### config.mk
export PLATFORM = sky130hd
export DESIGN_NAME = oad_decode
export DESIGN_NICKNAME = d
export VERILOG_FILES = /design/src/inc/oad_pkg.sv /design/src/hw/oad_bank_sel.sv /design/src/hw/oad_decode.sv
export SDC_FILE = /design/constraint.sdc
export NUM_CORES = 1
export LEC_CHECK = 0
export ABC_AREA = 1
export BUFFER_PORTS_ARGS = -buffer_cell sky130_fd_sc_hd__buf_2
export CORE_AREA = 2 2 173 175
export DETAILED_ROUTE_END_ITERATION = 8
export DIE_AREA = 0 0 175 177
export MAX_ROUTING_LAYER = met4
export PLACE_DENSITY = 0.7
export REMOVE_ABC_BUFFERS = 1
export SKIP_LAST_GASP = 1
export SYNTH_ARGS = -nofsm -noshare
export SYNTH_HDL_FRONTEND = slang
export SYNTH_SLANG_ARGS = --single-unit
### constraint.sdc
create_clock -name mclk -period 7.2 [get_ports mclk]
set_clock_uncertainty 0.2 [all_clocks]
set_input_delay 0.36 -clock mclk [delete_from_list [all_inputs] [get_ports mclk]]
set_output_delay 0.36 -clock mclk [all_outputs]
set_load 0.1 [all_outputs]
### src/inc/oad_pkg.sv
// Package for the operand address decoder: encodings, bank codes and carriers
package oad_pkg;
  // Effective address field boundaries
  localparam logic [4:0] EA_IND_BASE   = 5'h08;
  localparam logic [4:0] EA_POST_BASE  = 5'h0C;
  localparam logic [4:0] EA_D8_BASE    = 5'h10;
  localparam logic [4:0] EA_D16_BASE   = 5'h18;
  localparam logic [4:0] EA_IDX0       = 5'h1C;
  localparam logic [4:0] EA_IDX1       = 5'h1D;
  localparam logic [4:0] EA_PCREL      = 5'h1E;
  localparam logic [4:0] EA_DIRECT     = 5'h1F;
  // Index register used by base-plus-index forms
  localparam logic [2:0] IDX_REG       = 3'h7;
  // Number of distinct addressing modes
  localparam int         MODE_COUNT    = 23;
  // Post-increment steps by operand size
  localparam logic [15:0] INC_BYTE     = 16'h0001;
  localparam logic [15:0] INC_WORD     = 16'h0002;
  localparam logic [15:0] INC_LONG     = 16'h0004;
  // I/O direct page bank and page
  localparam logic [7:0] IO_BANK       = 8'h00;
  localparam logic [7:0] IO_PAGE       = 8'h00;
  // Reset values
  localparam logic [23:0] ADDR_RESET   = 24'h00_0000;
  localparam logic [31:0] IMM_RESET    = 32'h0000_0000;

  // Operand size
  typedef enum logic [1:0] {SZ_BYTE = 2'b00, SZ_WORD = 2'b01, SZ_LONG = 2'b10} oad_size_t;
  // Immediate size
  typedef enum logic [1:0] {IM_4 = 2'b00, IM_8 = 2'b01, IM_16 = 2'b10, IM_32 = 2'b11} oad_imm_t;
  // Bank selected for a memory address
  typedef enum logic [2:0] {
    BK_NONE = 3'd0, BK_DATA = 3'd1, BK_EXTRA = 3'd2, BK_STACK = 3'd3, BK_CODE = 3'd4,
    BK_IO = 3'd5
  } oad_bank_t;
  // Addressing modes (23 of them)
  typedef enum logic [4:0] {
    AM_IMM, AM_REG, AM_BR16, AM_BR24, AM_IO, AM_DIR, AM_ADDR16, AM_IOBIT, AM_DIRBIT,
    AM_ADDRBIT, AM_VECT, AM_IND, AM_POSTINC, AM_DISP, AM_LONGDISP, AM_PCDISP, AM_BASEIDX,
    AM_REL, AM_RLIST, AM_ACCIND, AM_ACCBR, AM_EARBR, AM_EAMBR
  } oad_mode_t;
  // Decoder request from instruction decode
  typedef struct packed {
    logic      valid;
    logic      implied;
    oad_mode_t impliedMode;
    logic [4:0] eaCode;
    oad_size_t size;
    oad_imm_t  immSize;
    logic [31:0] extWord;
    logic      accLoadShift;
  } oad_req_t;
  // Current core register values used for addressing
  typedef struct packed {
    logic [15:0] wordReg0;
    logic [15:0] wordReg1;
    logic [15:0] wordReg2;
    logic [15:0] wordReg3;
    logic [15:0] wordReg4;
    logic [15:0] wordReg5;
    logic [15:0] wordReg6;
    logic [15:0] wordReg7;
    logic [15:0] programCounter;
    logic [7:0]  codeBankReg;
    logic [7:0]  dataBankReg;
    logic [7:0]  extraDataBankReg;
    logic [7:0]  userStackBank;
    logic [7:0]  systemStackBank;
    logic [7:0]  directPageReg;
    logic [15:0] userStackPointer;
    logic [15:0] systemStackPointer;
    logic        stackSelect;
    logic [15:0] accumulatorLow;
  } oad_regs_t;
  // Decoded operand result
  typedef struct packed {
    logic        valid;
    oad_mode_t   mode;
    logic        isReg;
    logic [2:0]  regIdx;
    logic        isMem;
    logic [23:0] memAddr;
    oad_bank_t   bank;
    logic        ptrWrite;
    logic [2:0]  ptrIdx;
    logic [15:0] ptrValue;
    logic [31:0] immValue;
    logic [15:0] stackPtr;
    logic        branch;
    logic [15:0] newPc;
    logic [7:0]  newCodeBank;
    logic        accShift;
    logic [15:0] accHighValue;
  } oad_res_t;
endpackage

### src/hw/oad_bank_sel.sv
// Default bank selection for indirect operands
`timescale 1ns/1ns
module oad_bank_sel (
  input  wire logic [2:0]         ptrIdx,       // Word register used as pointer
  input  wire oad_pkg::oad_regs_t regs,         // Core register values
  output oad_pkg::oad_bank_t      bankSel,      // Bank kind chosen
  output logic [7:0]              bankValue     // Bank value, address bits 23..16
);
  // Registers 0,1,4,5 data; 2,6 extra; 3,7 stack
  always_comb begin
    case (ptrIdx[1:0])
      2'd2: begin
        bankSel   = oad_pkg::BK_EXTRA; // RULE_04
        bankValue = regs.extraDataBankReg;
      end
      2'd3: begin
        bankSel   = oad_pkg::BK_STACK; // RULE_04
        bankValue = regs.stackSelect ? regs.systemStackBank : regs.userStackBank; // RULE_16
      end
      default: begin
        bankSel   = oad_pkg::BK_DATA; // RULE_04
        bankValue = regs.dataBankReg;
      end
    endcase
  end
endmodule

### src/hw/oad_decode.sv
// Operand address decoder: effective address field, immediates, branches
`timescale 1ns/1ns
// Functional notes
// (RULE_01) Addressing format comes from the effective address field or implied opcode.
// (RULE_02) Exactly 23 operand and branch addressing modes are supported.
// (RULE_03) Codes 00-07 are register direct; long uses code/2; no bank.
// (RULE_04) 08-1B indirect forms; pointers 0145 data, 26 extra, 37 stack bank.
// (RULE_05) Codes 1C/1D address word reg 0/1 plus reg 7, data bank.
// (RULE_06) 1E is PC plus 16-bit displacement, code bank; 1F direct, data bank.
// (RULE_07) Immediates are 4, 8, 16 or 32 bits as the opcode requires.
// (RULE_08) Register operands include general, accumulator, pointer, bank and status registers; the decoder only gives word register index 0-7.
// (RULE_09) Stack pointer operand picks user or system pointer by stack select flag.
// (RULE_10) Branches act on the program counter implicitly.
// (RULE_11) 16-bit direct branch loads PC and keeps the code bank.
// (RULE_12) 24-bit branch loads PC low 16 bits and code bank upper 8.
// (RULE_13) Jump, call and software interrupt accept both direct branch forms.
// (RULE_14) Some accumulator loads copy old low word into high word first.
// (RULE_15) Post increment adds 1, 2 or 4 by operand size.
// (RULE_16) Pointer register 3 uses system or user stack bank by flag.
// (RULE_17) I/O direct reaches 000000-0000FF, ignoring data bank and page.
// (RULE_18) Every memory address is bank value joined with 16-bit offset.
module oad_decode (
  input  wire logic               mclk,     // Core clock, 25 MHz
  input  wire logic               rst,      // Asynchronous reset, active high
  input  wire oad_pkg::oad_req_t  req,      // Operand request from decode
  input  wire oad_pkg::oad_regs_t regs,     // Current core registers
  output oad_pkg::oad_res_t       res       // Registered decode result
);
  ////////////////////////////////////////////////////////////////////////////
  // Helpers
  function automatic logic [15:0] wordSel(input oad_pkg::oad_regs_t r, input logic [2:0] i);
    case (i)
      3'd0:    wordSel = r.wordReg0;
      3'd1:    wordSel = r.wordReg1;
      3'd2:    wordSel = r.wordReg2;
      3'd3:    wordSel = r.wordReg3;
      3'd4:    wordSel = r.wordReg4;
      3'd5:    wordSel = r.wordReg5;
      3'd6:    wordSel = r.wordReg6;
      default: wordSel = r.wordReg7;
    endcase
  endfunction

  function automatic logic [23:0] joinAddr(input logic [7:0] bk, input logic [15:0] off);
    joinAddr = {bk, off}; // RULE_18
  endfunction

  ////////////////////////////////////////////////////////////////////////////
  // Pointer register choice and its default bank
  logic [2:0]         ptrIdx;
  oad_pkg::oad_bank_t ptrBank;
  logic [7:0]         ptrBankValue;

  // Displaced form 10-17 uses three index bits; others use two
  always_comb begin
    if (req.eaCode[4:3] == 2'b10) begin
      ptrIdx = req.eaCode[2:0];
    end else if (req.eaCode == oad_pkg::EA_IDX1) begin
      ptrIdx = 3'd1;
    end else begin
      ptrIdx = {1'b0, req.eaCode[1:0]};
    end
  end

  oad_bank_sel uBankSel (
    .ptrIdx    (ptrIdx),
    .regs      (regs),
    .bankSel   (ptrBank),
    .bankValue (ptrBankValue)
  );

  ////////////////////////////////////////////////////////////////////////////
  // Next-value computation
  oad_pkg::oad_res_t res_reg;
  oad_pkg::oad_res_t res_next;
  logic [15:0]       ptrWord;
  logic [15:0]       incStep;
  logic [15:0]       disp8Ext;

  always_comb begin
    ptrWord  = wordSel(regs, ptrIdx);
    disp8Ext = {{8{req.extWord[7]}}, req.extWord[7:0]};
    case (req.size)
      oad_pkg::SZ_BYTE: incStep = oad_pkg::INC_BYTE; // RULE_15
      oad_pkg::SZ_WORD: incStep = oad_pkg::INC_WORD; // RULE_15
      default:          incStep = oad_pkg::INC_LONG; // RULE_15
    endcase
  end

  // Main decode of mode, address, immediates and branch targets
  always_comb begin
    res_next              = '0;
    res_next.valid        = req.valid;
    res_next.bank         = oad_pkg::BK_NONE;
    // Stack pointer operand resolved up front
    res_next.stackPtr     = regs.stackSelect ? regs.systemStackPointer
                                             : regs.userStackPointer; // RULE_09
    if (!req.implied) begin // RULE_01
      if (req.eaCode < oad_pkg::EA_IND_BASE) begin
        res_next.mode   = oad_pkg::AM_REG; // RULE_03
        res_next.isReg  = 1'b1;
        // Long operands pair word registers, so code/2 names the pair
        res_next.regIdx = (req.size == oad_pkg::SZ_LONG) ? {1'b0, req.eaCode[2:1]}
                                                         : req.eaCode[2:0]; // RULE_03
      end else begin
        res_next.isMem = 1'b1;
        res_next.bank  = ptrBank;
        if (req.eaCode < oad_pkg::EA_POST_BASE) begin
          res_next.mode    = oad_pkg::AM_IND;
          res_next.memAddr = joinAddr(ptrBankValue, ptrWord); // RULE_04
        end else if (req.eaCode < oad_pkg::EA_D8_BASE) begin
          res_next.mode     = oad_pkg::AM_POSTINC;
          res_next.memAddr  = joinAddr(ptrBankValue, ptrWord); // RULE_04
          res_next.ptrWrite = 1'b1;
          res_next.ptrIdx   = ptrIdx;
          res_next.ptrValue = ptrWord + incStep; // RULE_15
        end else if (req.eaCode < oad_pkg::EA_D16_BASE) begin
          res_next.mode    = oad_pkg::AM_DISP;
          res_next.memAddr = joinAddr(ptrBankValue, ptrWord + disp8Ext); // RULE_04
        end else if (req.eaCode < oad_pkg::EA_IDX0) begin
          res_next.mode    = oad_pkg::AM_DISP;
          res_next.memAddr = joinAddr(ptrBankValue, ptrWord + req.extWord[15:0]); // RULE_04
        end else if (req.eaCode == oad_pkg::EA_PCREL) begin
          res_next.mode    = oad_pkg::AM_PCDISP;
          res_next.bank    = oad_pkg::BK_CODE;
          res_next.memAddr = joinAddr(regs.codeBankReg,
                                      regs.programCounter + req.extWord[15:0]); // RULE_06
        end else if (req.eaCode == oad_pkg::EA_DIRECT) begin
          res_next.mode    = oad_pkg::AM_ADDR16;
          res_next.bank    = oad_pkg::BK_DATA;
          res_next.memAddr = joinAddr(regs.dataBankReg, req.extWord[15:0]); // RULE_06
        end else begin
          // Base plus index always uses the data bank, not the pointer's bank
          res_next.mode    = oad_pkg::AM_BASEIDX;
          res_next.bank    = oad_pkg::BK_DATA;
          res_next.memAddr = joinAddr(regs.dataBankReg,
                                      ptrWord + wordSel(regs, oad_pkg::IDX_REG)); // RULE_05
        end
      end
    end else begin
      res_next.mode = req.impliedMode; // RULE_01 RULE_02
      case (req.impliedMode)
        oad_pkg::AM_IMM: begin
          case (req.immSize) // RULE_07
            oad_pkg::IM_4:  res_next.immValue = {28'h000_0000, req.extWord[3:0]};
            oad_pkg::IM_8:  res_next.immValue = {24'h00_0000, req.extWord[7:0]};
            oad_pkg::IM_16: res_next.immValue = {16'h0000, req.extWord[15:0]};
            default:        res_next.immValue = req.extWord;
          endcase
          // Old low accumulator word moves up on shifting loads
          res_next.accShift     = req.accLoadShift; // RULE_14
          res_next.accHighValue = regs.accumulatorLow; // RULE_14
        end
        oad_pkg::AM_BR16: begin
          res_next.branch      = 1'b1; // RULE_10 RULE_13
          res_next.newPc       = req.extWord[15:0]; // RULE_11
          res_next.newCodeBank = regs.codeBankReg; // RULE_11
        end
        oad_pkg::AM_BR24: begin
          res_next.branch      = 1'b1; // RULE_10 RULE_13
          res_next.newPc       = req.extWord[15:0]; // RULE_12
          res_next.newCodeBank = req.extWord[23:16]; // RULE_12
        end
        oad_pkg::AM_IO, oad_pkg::AM_IOBIT: begin
          res_next.isMem   = 1'b1;
          res_next.bank    = oad_pkg::BK_IO;
          res_next.memAddr = joinAddr(oad_pkg::IO_BANK,
                                      {oad_pkg::IO_PAGE, req.extWord[7:0]}); // RULE_17
        end
        oad_pkg::AM_DIR, oad_pkg::AM_DIRBIT: begin
          res_next.isMem   = 1'b1;
          res_next.bank    = oad_pkg::BK_DATA;
          res_next.memAddr = joinAddr(regs.dataBankReg,
                                      {regs.directPageReg, req.extWord[7:0]});
        end
        oad_pkg::AM_ADDR16, oad_pkg::AM_ADDRBIT: begin
          res_next.isMem   = 1'b1;
          res_next.bank    = oad_pkg::BK_DATA;
          res_next.memAddr = joinAddr(regs.dataBankReg, req.extWord[15:0]);
        end
        oad_pkg::AM_REG: begin
          res_next.isReg  = 1'b1; // RULE_08
          res_next.regIdx = req.eaCode[2:0];
        end
        default: begin
          // Remaining modes are carried through for the execution stage
          res_next.mode = req.impliedMode;
        end
      endcase
    end
    if (!req.valid) begin
      res_next = '0;
    end
  end

  // Result register
  always_ff @(posedge mclk or posedge rst) begin
    if (rst) begin
      res_reg <= '0;
    end else begin
      res_reg <= res_next;
    end
  end

  assign res = res_reg;

  ////////////////////////////////////////////////////////////////////////////
  // Mode list must hold exactly the documented number of modes
  if (int'(oad_pkg::AM_EAMBR) != oad_pkg::MODE_COUNT - 1) begin : gModeCount // RULE_02
    $error("addressing mode list does not match mode count");
  end

  ////////////////////////////////////////////////////////////////////////////
  // Assertions
  regAddrNoBank_a: assert property (@(posedge mclk) disable iff (rst) // RULE_03
    (req.valid && !req.implied && req.eaCode < 5'h08) |=> (res.isReg && !res.isMem))
    else $error("register direct code produced memory access");
  postIncStep_a: assert property (@(posedge mclk) disable iff (rst) // RULE_15
    (req.valid && !req.implied && req.eaCode[4:2] == 3'b011 && req.size == oad_pkg::SZ_WORD)
    |=> (res.ptrValue == res.memAddr[15:0] + 16'h0002))
    else $error("post increment step wrong for word");
  baseIdxBank_a: assert property (@(posedge mclk) disable iff (rst) // RULE_05
    (req.valid && !req.implied && req.eaCode[4:1] == 4'b1110)
    |=> (res.memAddr[23:16] == $past(regs.dataBankReg)))
    else $error("base index bank not data bank");
  pcRelBank_a: assert property (@(posedge mclk) disable iff (rst) // RULE_06
    (req.valid && !req.implied && req.eaCode == 5'h1E)
    |=> (res.memAddr[23:16] == $past(regs.codeBankReg) && res.bank == oad_pkg::BK_CODE))
    else $error("pc relative bank wrong");
  stackSel_a: assert property (@(posedge mclk) disable iff (rst) // RULE_09
    ($past(regs.stackSelect) == 1'b1 && $past(req.valid))
    |-> (res.stackPtr == $past(regs.systemStackPointer)))
    else $error("stack pointer selection wrong");
  br16Bank_a: assert property (@(posedge mclk) disable iff (rst) // RULE_11
    (req.valid && req.implied && req.impliedMode == oad_pkg::AM_BR16)
    |=> (res.branch && res.newCodeBank == $past(regs.codeBankReg)))
    else $error("short branch changed bank");
  br24Bank_a: assert property (@(posedge mclk) disable iff (rst) // RULE_12
    (req.valid && req.implied && req.impliedMode == oad_pkg::AM_BR24)
    |=> (res.newCodeBank == $past(req.extWord[23:16]) && res.newPc == $past(req.extWord[15:0])))
    else $error("long branch target wrong");
  ioRange_a: assert property (@(posedge mclk) disable iff (rst) // RULE_17
    (res.valid && res.bank == oad_pkg::BK_IO) |-> (res.memAddr[23:8] == 16'h0000))
    else $error("io address outside first page");
  stackBank_a: assert property (@(posedge mclk) disable iff (rst) // RULE_16
    (req.valid && !req.implied && req.eaCode == 5'h0B && !regs.stackSelect)
    |=> (res.memAddr[23:16] == $past(regs.userStackBank)))
    else $error("stack bank selection wrong");
  accShift_a: assert property (@(posedge mclk) disable iff (rst) // RULE_14
    (req.valid && req.implied && req.impliedMode == oad_pkg::AM_IMM && req.accLoadShift)
    |=> (res.accShift && res.accHighValue == $past(regs.accumulatorLow)))
    else $error("accumulator shift value wrong");

  // Further guards: banks, direct forms, immediates, branches, idle cycles

  extraBank_a: assert property (@(posedge mclk) disable iff (rst) // RULE_04
    (req.valid && !req.implied && req.eaCode == 5'h0A)
    |=> (res.memAddr[23:16] == $past(regs.extraDataBankReg) && res.bank == oad_pkg::BK_EXTRA))
    else $error("pointer two missed the extra bank");

  longRegIdx_a: assert property (@(posedge mclk) disable iff (rst) // RULE_03
    (req.valid && !req.implied && req.eaCode < 5'h08 && req.size == oad_pkg::SZ_LONG)
    |=> (res.regIdx == {1'b0, $past(req.eaCode[2:1])}))
    else $error("long register pair index wrong");

  directAddr_a: assert property (@(posedge mclk) disable iff (rst) // RULE_06
    (req.valid && !req.implied && req.eaCode == 5'h1F)
    |=> (res.memAddr == {$past(regs.dataBankReg), $past(req.extWord[15:0])}))
    else $error("direct address not in data bank");

  dirJoin_a: assert property (@(posedge mclk) disable iff (rst) // RULE_18
    (req.valid && req.implied && req.impliedMode == oad_pkg::AM_DIR)
    |=> (res.memAddr == {$past(regs.dataBankReg), $past(regs.directPageReg),
                         $past(req.extWord[7:0])}))
    else $error("short direct address joined wrong");

  immNibble_a: assert property (@(posedge mclk) disable iff (rst) // RULE_07
    (req.valid && req.implied && req.impliedMode == oad_pkg::AM_IMM
     && req.immSize == oad_pkg::IM_4)
    |=> (res.immValue == {28'h000_0000, $past(req.extWord[3:0])}))
    else $error("four bit immediate not zero extended");

  branchMode_a: assert property (@(posedge mclk) disable iff (rst) // RULE_10 RULE_13
    res.branch |-> (res.valid && (res.mode == oad_pkg::AM_BR16 || res.mode == oad_pkg::AM_BR24)))
    else $error("branch raised outside direct branch modes");

  postIncOnly_a: assert property (@(posedge mclk) disable iff (rst) // RULE_15
    res.ptrWrite |-> (res.mode == oad_pkg::AM_POSTINC && res.isMem))
    else $error("pointer write outside post increment");

  idleZero_a: assert property (@(posedge mclk) disable iff (rst) // RULE_01
    !req.valid |=> (res == '0))
    else $error("idle cycle left a result");

  userStack_a: assert property (@(posedge mclk) disable iff (rst) // RULE_09
    (req.valid && !regs.stackSelect) |=> (res.stackPtr == $past(regs.userStackPointer)))
    else $error("user stack pointer not selected");

  postIncSeen_c: cover property (@(posedge mclk) disable iff (rst)
    res.valid && res.mode == oad_pkg::AM_POSTINC);
  br24Seen_c: cover property (@(posedge mclk) disable iff (rst)
    res.valid && res.mode == oad_pkg::AM_BR24);
  baseIdxSeen_c: cover property (@(posedge mclk) disable iff (rst)
    res.valid && res.mode == oad_pkg::AM_BASEIDX);
  ioSeen_c: cover property (@(posedge mclk) disable iff (rst)
    res.valid && res.mode == oad_pkg::AM_IO);
  dispSeen_c: cover property (@(posedge mclk) disable iff (rst)
    res.valid && res.mode == oad_pkg::AM_DISP);
endmodule

==> results.sh <==
export IMPL_status="complete, no violations"
export IMPL_cp_slowest_stage_delay_ns=0.66
export IMPL_regArea_sq_um=3700
export IMPL_max_freq_ghz=0.220
export IMPL_critPathKind="in -> reg"
export IMPL_ios=440
export IMPL_viasPerCell=5.30
export IMPL_power_frac_seq_pct=31.6
export IMPL_largest_reg_flops=148
export IMPL_tightest_slew_ns=1.05
export IMPL_syn_avg_cell_area_sq_um=7.03
export IMPL_cts_sinks=148
export IMPL_synth_area_leaders="dfrtp_1 34%, nand2_1 13%, ha_1 6.9%"
export IMPL_crit_top_cell="nand3_1"
export IMPL_nFillCells=3009
export IMPL_ant_nets=0
export IMPL_drcViolationCount=0
export IMPL_crit_slowest_cell="nor2_2"
export IMPL_yosys_warnings=0
export IMPL_setup_violations=0
export IMPL_fin_setup_tns_ns=0
export IMPL_grt_pass1_wl_microns=70400
export IMPL_floorplan_initialDensity_pct=37.0
export IMPL_wl_microns=47800
export IMPL_synthFlopType="dfrtp_1"
export IMPL_arrival_ns=4.73
export IMPL_max_cap_violations=0
export IMPL_clock_path_buffers=2
export IMPL_slew_viol_final=0
export IMPL_synth_top_area_share_pct=34.3
export IMPL_p_sw_w=0.00112
export IMPL_num_vias=12700
export IMPL_max_vdd_ir_drop_v=0.000191
export IMPL_crit_chain="buf_2, nand3_4, nor2_2, a22oi_1, a31oi_1, ha_1, fa_1, nand3_1, nand2_1, a21boi_0, o21ai_0, a21boi_0, or2_2, nand3_1, nand3_1, nand2_1"
export IMPL_io_buffers=439
export IMPL_wl_per_cell_microns=19.9
export IMPL_internal_power_w=0.00161
export IMPL_slew_headroom_pct=29.3
export IMPL_placed_cells=2322
export IMPL_die_h_microns=177
export IMPL_ys_seq_elements=148
export IMPL_leakage_nw=7.99
export IMPL_crit_path_max_fanout=28
export IMPL_p_clk_share_pct=32.6
export IMPL_cp_start_kind="input pin"
export IMPL_synth_cells=1537
export IMPL_final_cells=2400
export IMPL_finalInstanceArea_sq_um=14300
export IMPL_cts_resized_gates=0
export IMPL_synth_edff_count=0
export IMPL_rsz0062_at_grt="no"
export IMPL_seq_area_frac_synth_pct=34.3
export IMPL_grt_use_total_pct=30.9
export IMPL_layout_drive_gt1_share_pct=26.9
export IMPL_yosys_top_cells_count="360 x nand2_1, 175 x nor2_1, 150 x inv_1"
export IMPL_ys_types=56
export IMPL_die_area_sq_um=31000
export IMPL_post_cts_buffers=0
export IMPL_hold_viol_final=0
export IMPL_yosysMostFrequentCell="nand2_1"
export IMPL_path_clk_slew_ns=0.08
export IMPL_drt_initial_drc_count=1144
export IMPL_async_reset_ff_share_pct=100
export IMPL_gp_congestion=0.959
export IMPL_grt_max_degree=82
export IMPL_place_area_sq_um=13300
export IMPL_grt_antenna_before_repair=5
export IMPL_worstHoldPathType="in -> reg"
export IMPL_row_count=63
export IMPL_core_area_sq_um=29200
export IMPL_p_comb_share_pct=35.7
export IMPL_cp_end_kind="register"
export IMPL_cts_inserted_buffers=17
export IMPL_pwr_density_cell_nw_per_um2=191
export IMPL_root_buffer="clkbuf_16"
export IMPL_pre_cts_ws_ns=2.34
export IMPL_syn2layout_area_growth_pct=31.9
export IMPL_yosysTopAreaCell="dfrtp_1"
export IMPL_min_period_ns=4.55
export IMPL_utilization_pct=48.8
export IMPL_cts_htree_levels=4
export IMPL_cts_tree="done"
export IMPL_syn_area_sq_um=10800
export IMPL_fin_crit_sh_pct=63.2
export IMPL_fin_ws_ns=2.65
export IMPL_fin_nets=2348
export IMPL_hpwlAfterDp_microns=37600
export IMPL_drtPass1Iterations=5
export IMPL_cp_required_ns=7.37
export IMPL_multi_input_area_sq_um=6250
export IMPL_overflow=0
export IMPL_die_x_microns=175
export IMPL_grt_pass1_vias=12400
export IMPL_power_share_switching_pct=41.0
power groups by stage:
| stage | combinational, W | sequential, W | clock, W |
|---|---|---|---|
| finish | 0.000976 | 0.000863 | 0.000891 |
| global route | 0.00106 | 0.000865 | 0.000940 |
| CTS | 0.000963 | 0.000864 | 0.000903 |
| detailed placement | 0.000941 | 0.000879 | 0 |
| global placement | 0.000939 | 0.000880 | 0 |
| floorplan | 0.000466 | 0.00104 | 0 |
placed cells by master (no fill, tap or decap), drive strengths merged, types with 10 or more instances in the layout:
| master | n |
|---|---|
| nand4 | 12 |
| nand3 | 134 |
| nor2 | 194 |
| a21o | 10 |
| or2 | 19 |
| dfrtp | 148 |
| o221ai | 11 |
| xor2 | 12 |
| o22ai | 15 |
| buf | 441 |
| inv | 165 |
| nor3 | 41 |
| nand2 | 372 |
| ha | 60 |
| clkinv | 10 |
| o21ai | 114 |
| dlygate4sd3 | 41 |
| a21oi | 112 |
| clkbuf | 19 |
repair_timing:
action	in CTS	in global routing
hold buffers	41	0
endpoints found under the hold margin	119	0
setup endpoints to repair	0	0
through the flow:
stage                     hold WS (ns)  total power [W]
after floorplan                  0.191          0.00151
after global placement           0.346          0.00182
after detailed placement         0.360          0.00182
after CTS                      0.00221          0.00273
after global routing           0.00357          0.00287
final                           0.0164          0.00273
path summary, 6_finish.rpt:
kind	cells after the start	from	end
setup / recovery	16	req[41]	res[123]$_DFF_PP0_
hold / removal	3	regs[23]	res[48]$_DFF_PP0_
max in group asynchronous	4	rst	res[31]$_DFF_PP0_
min in group asynchronous	3	rst	res[51]$_DFF_PP0_
cell type report:
| type | instances | share of cell area, % |
|---|---|---|
| sequential | 148 | 26.0 |
| multi-input combinational | 1180 | 43.8 |
| timing repair buffer | 482 | 18.4 |
| tap | 390 | 3.42 |
| antenna | 5 | 0.0877 |
| clock buffer | 19 | 3.11 |
| clock inverter | 13 | 0.842 |
| inverter | 163 | 4.33 |
worst max-delay path, delay by kind of cell:
family | cells | cell delay, ns
simple gates | 8 | 1.86
buf+inv | 1 | 0.34
compound gates | 5 | 1.63
fa+ha+maj | 2 | 0.51
routing by layer:
layer  global-route usage, %  vias up  wire length, microns
met5                       -        -                     0
met4                    10.9        0                  1560
met3                    5.84       90                  3240
met2                    52.5      581                 23700
met1                    36.8     6028                 19200
li1                        -     6029                     -
cell families after synthesis:
family	share of synthesized area [%]
AO/OA/AOI/OAI	16.2
buffers and inverters	7.92
XOR/XNOR	1.46
AND/OR/NAND/NOR	32.5
other	0.0347
adder cells (fa/ha/maj)	7.69
flip-flops	34.3
No activity file was read; power rests on OpenSTA's default activity.
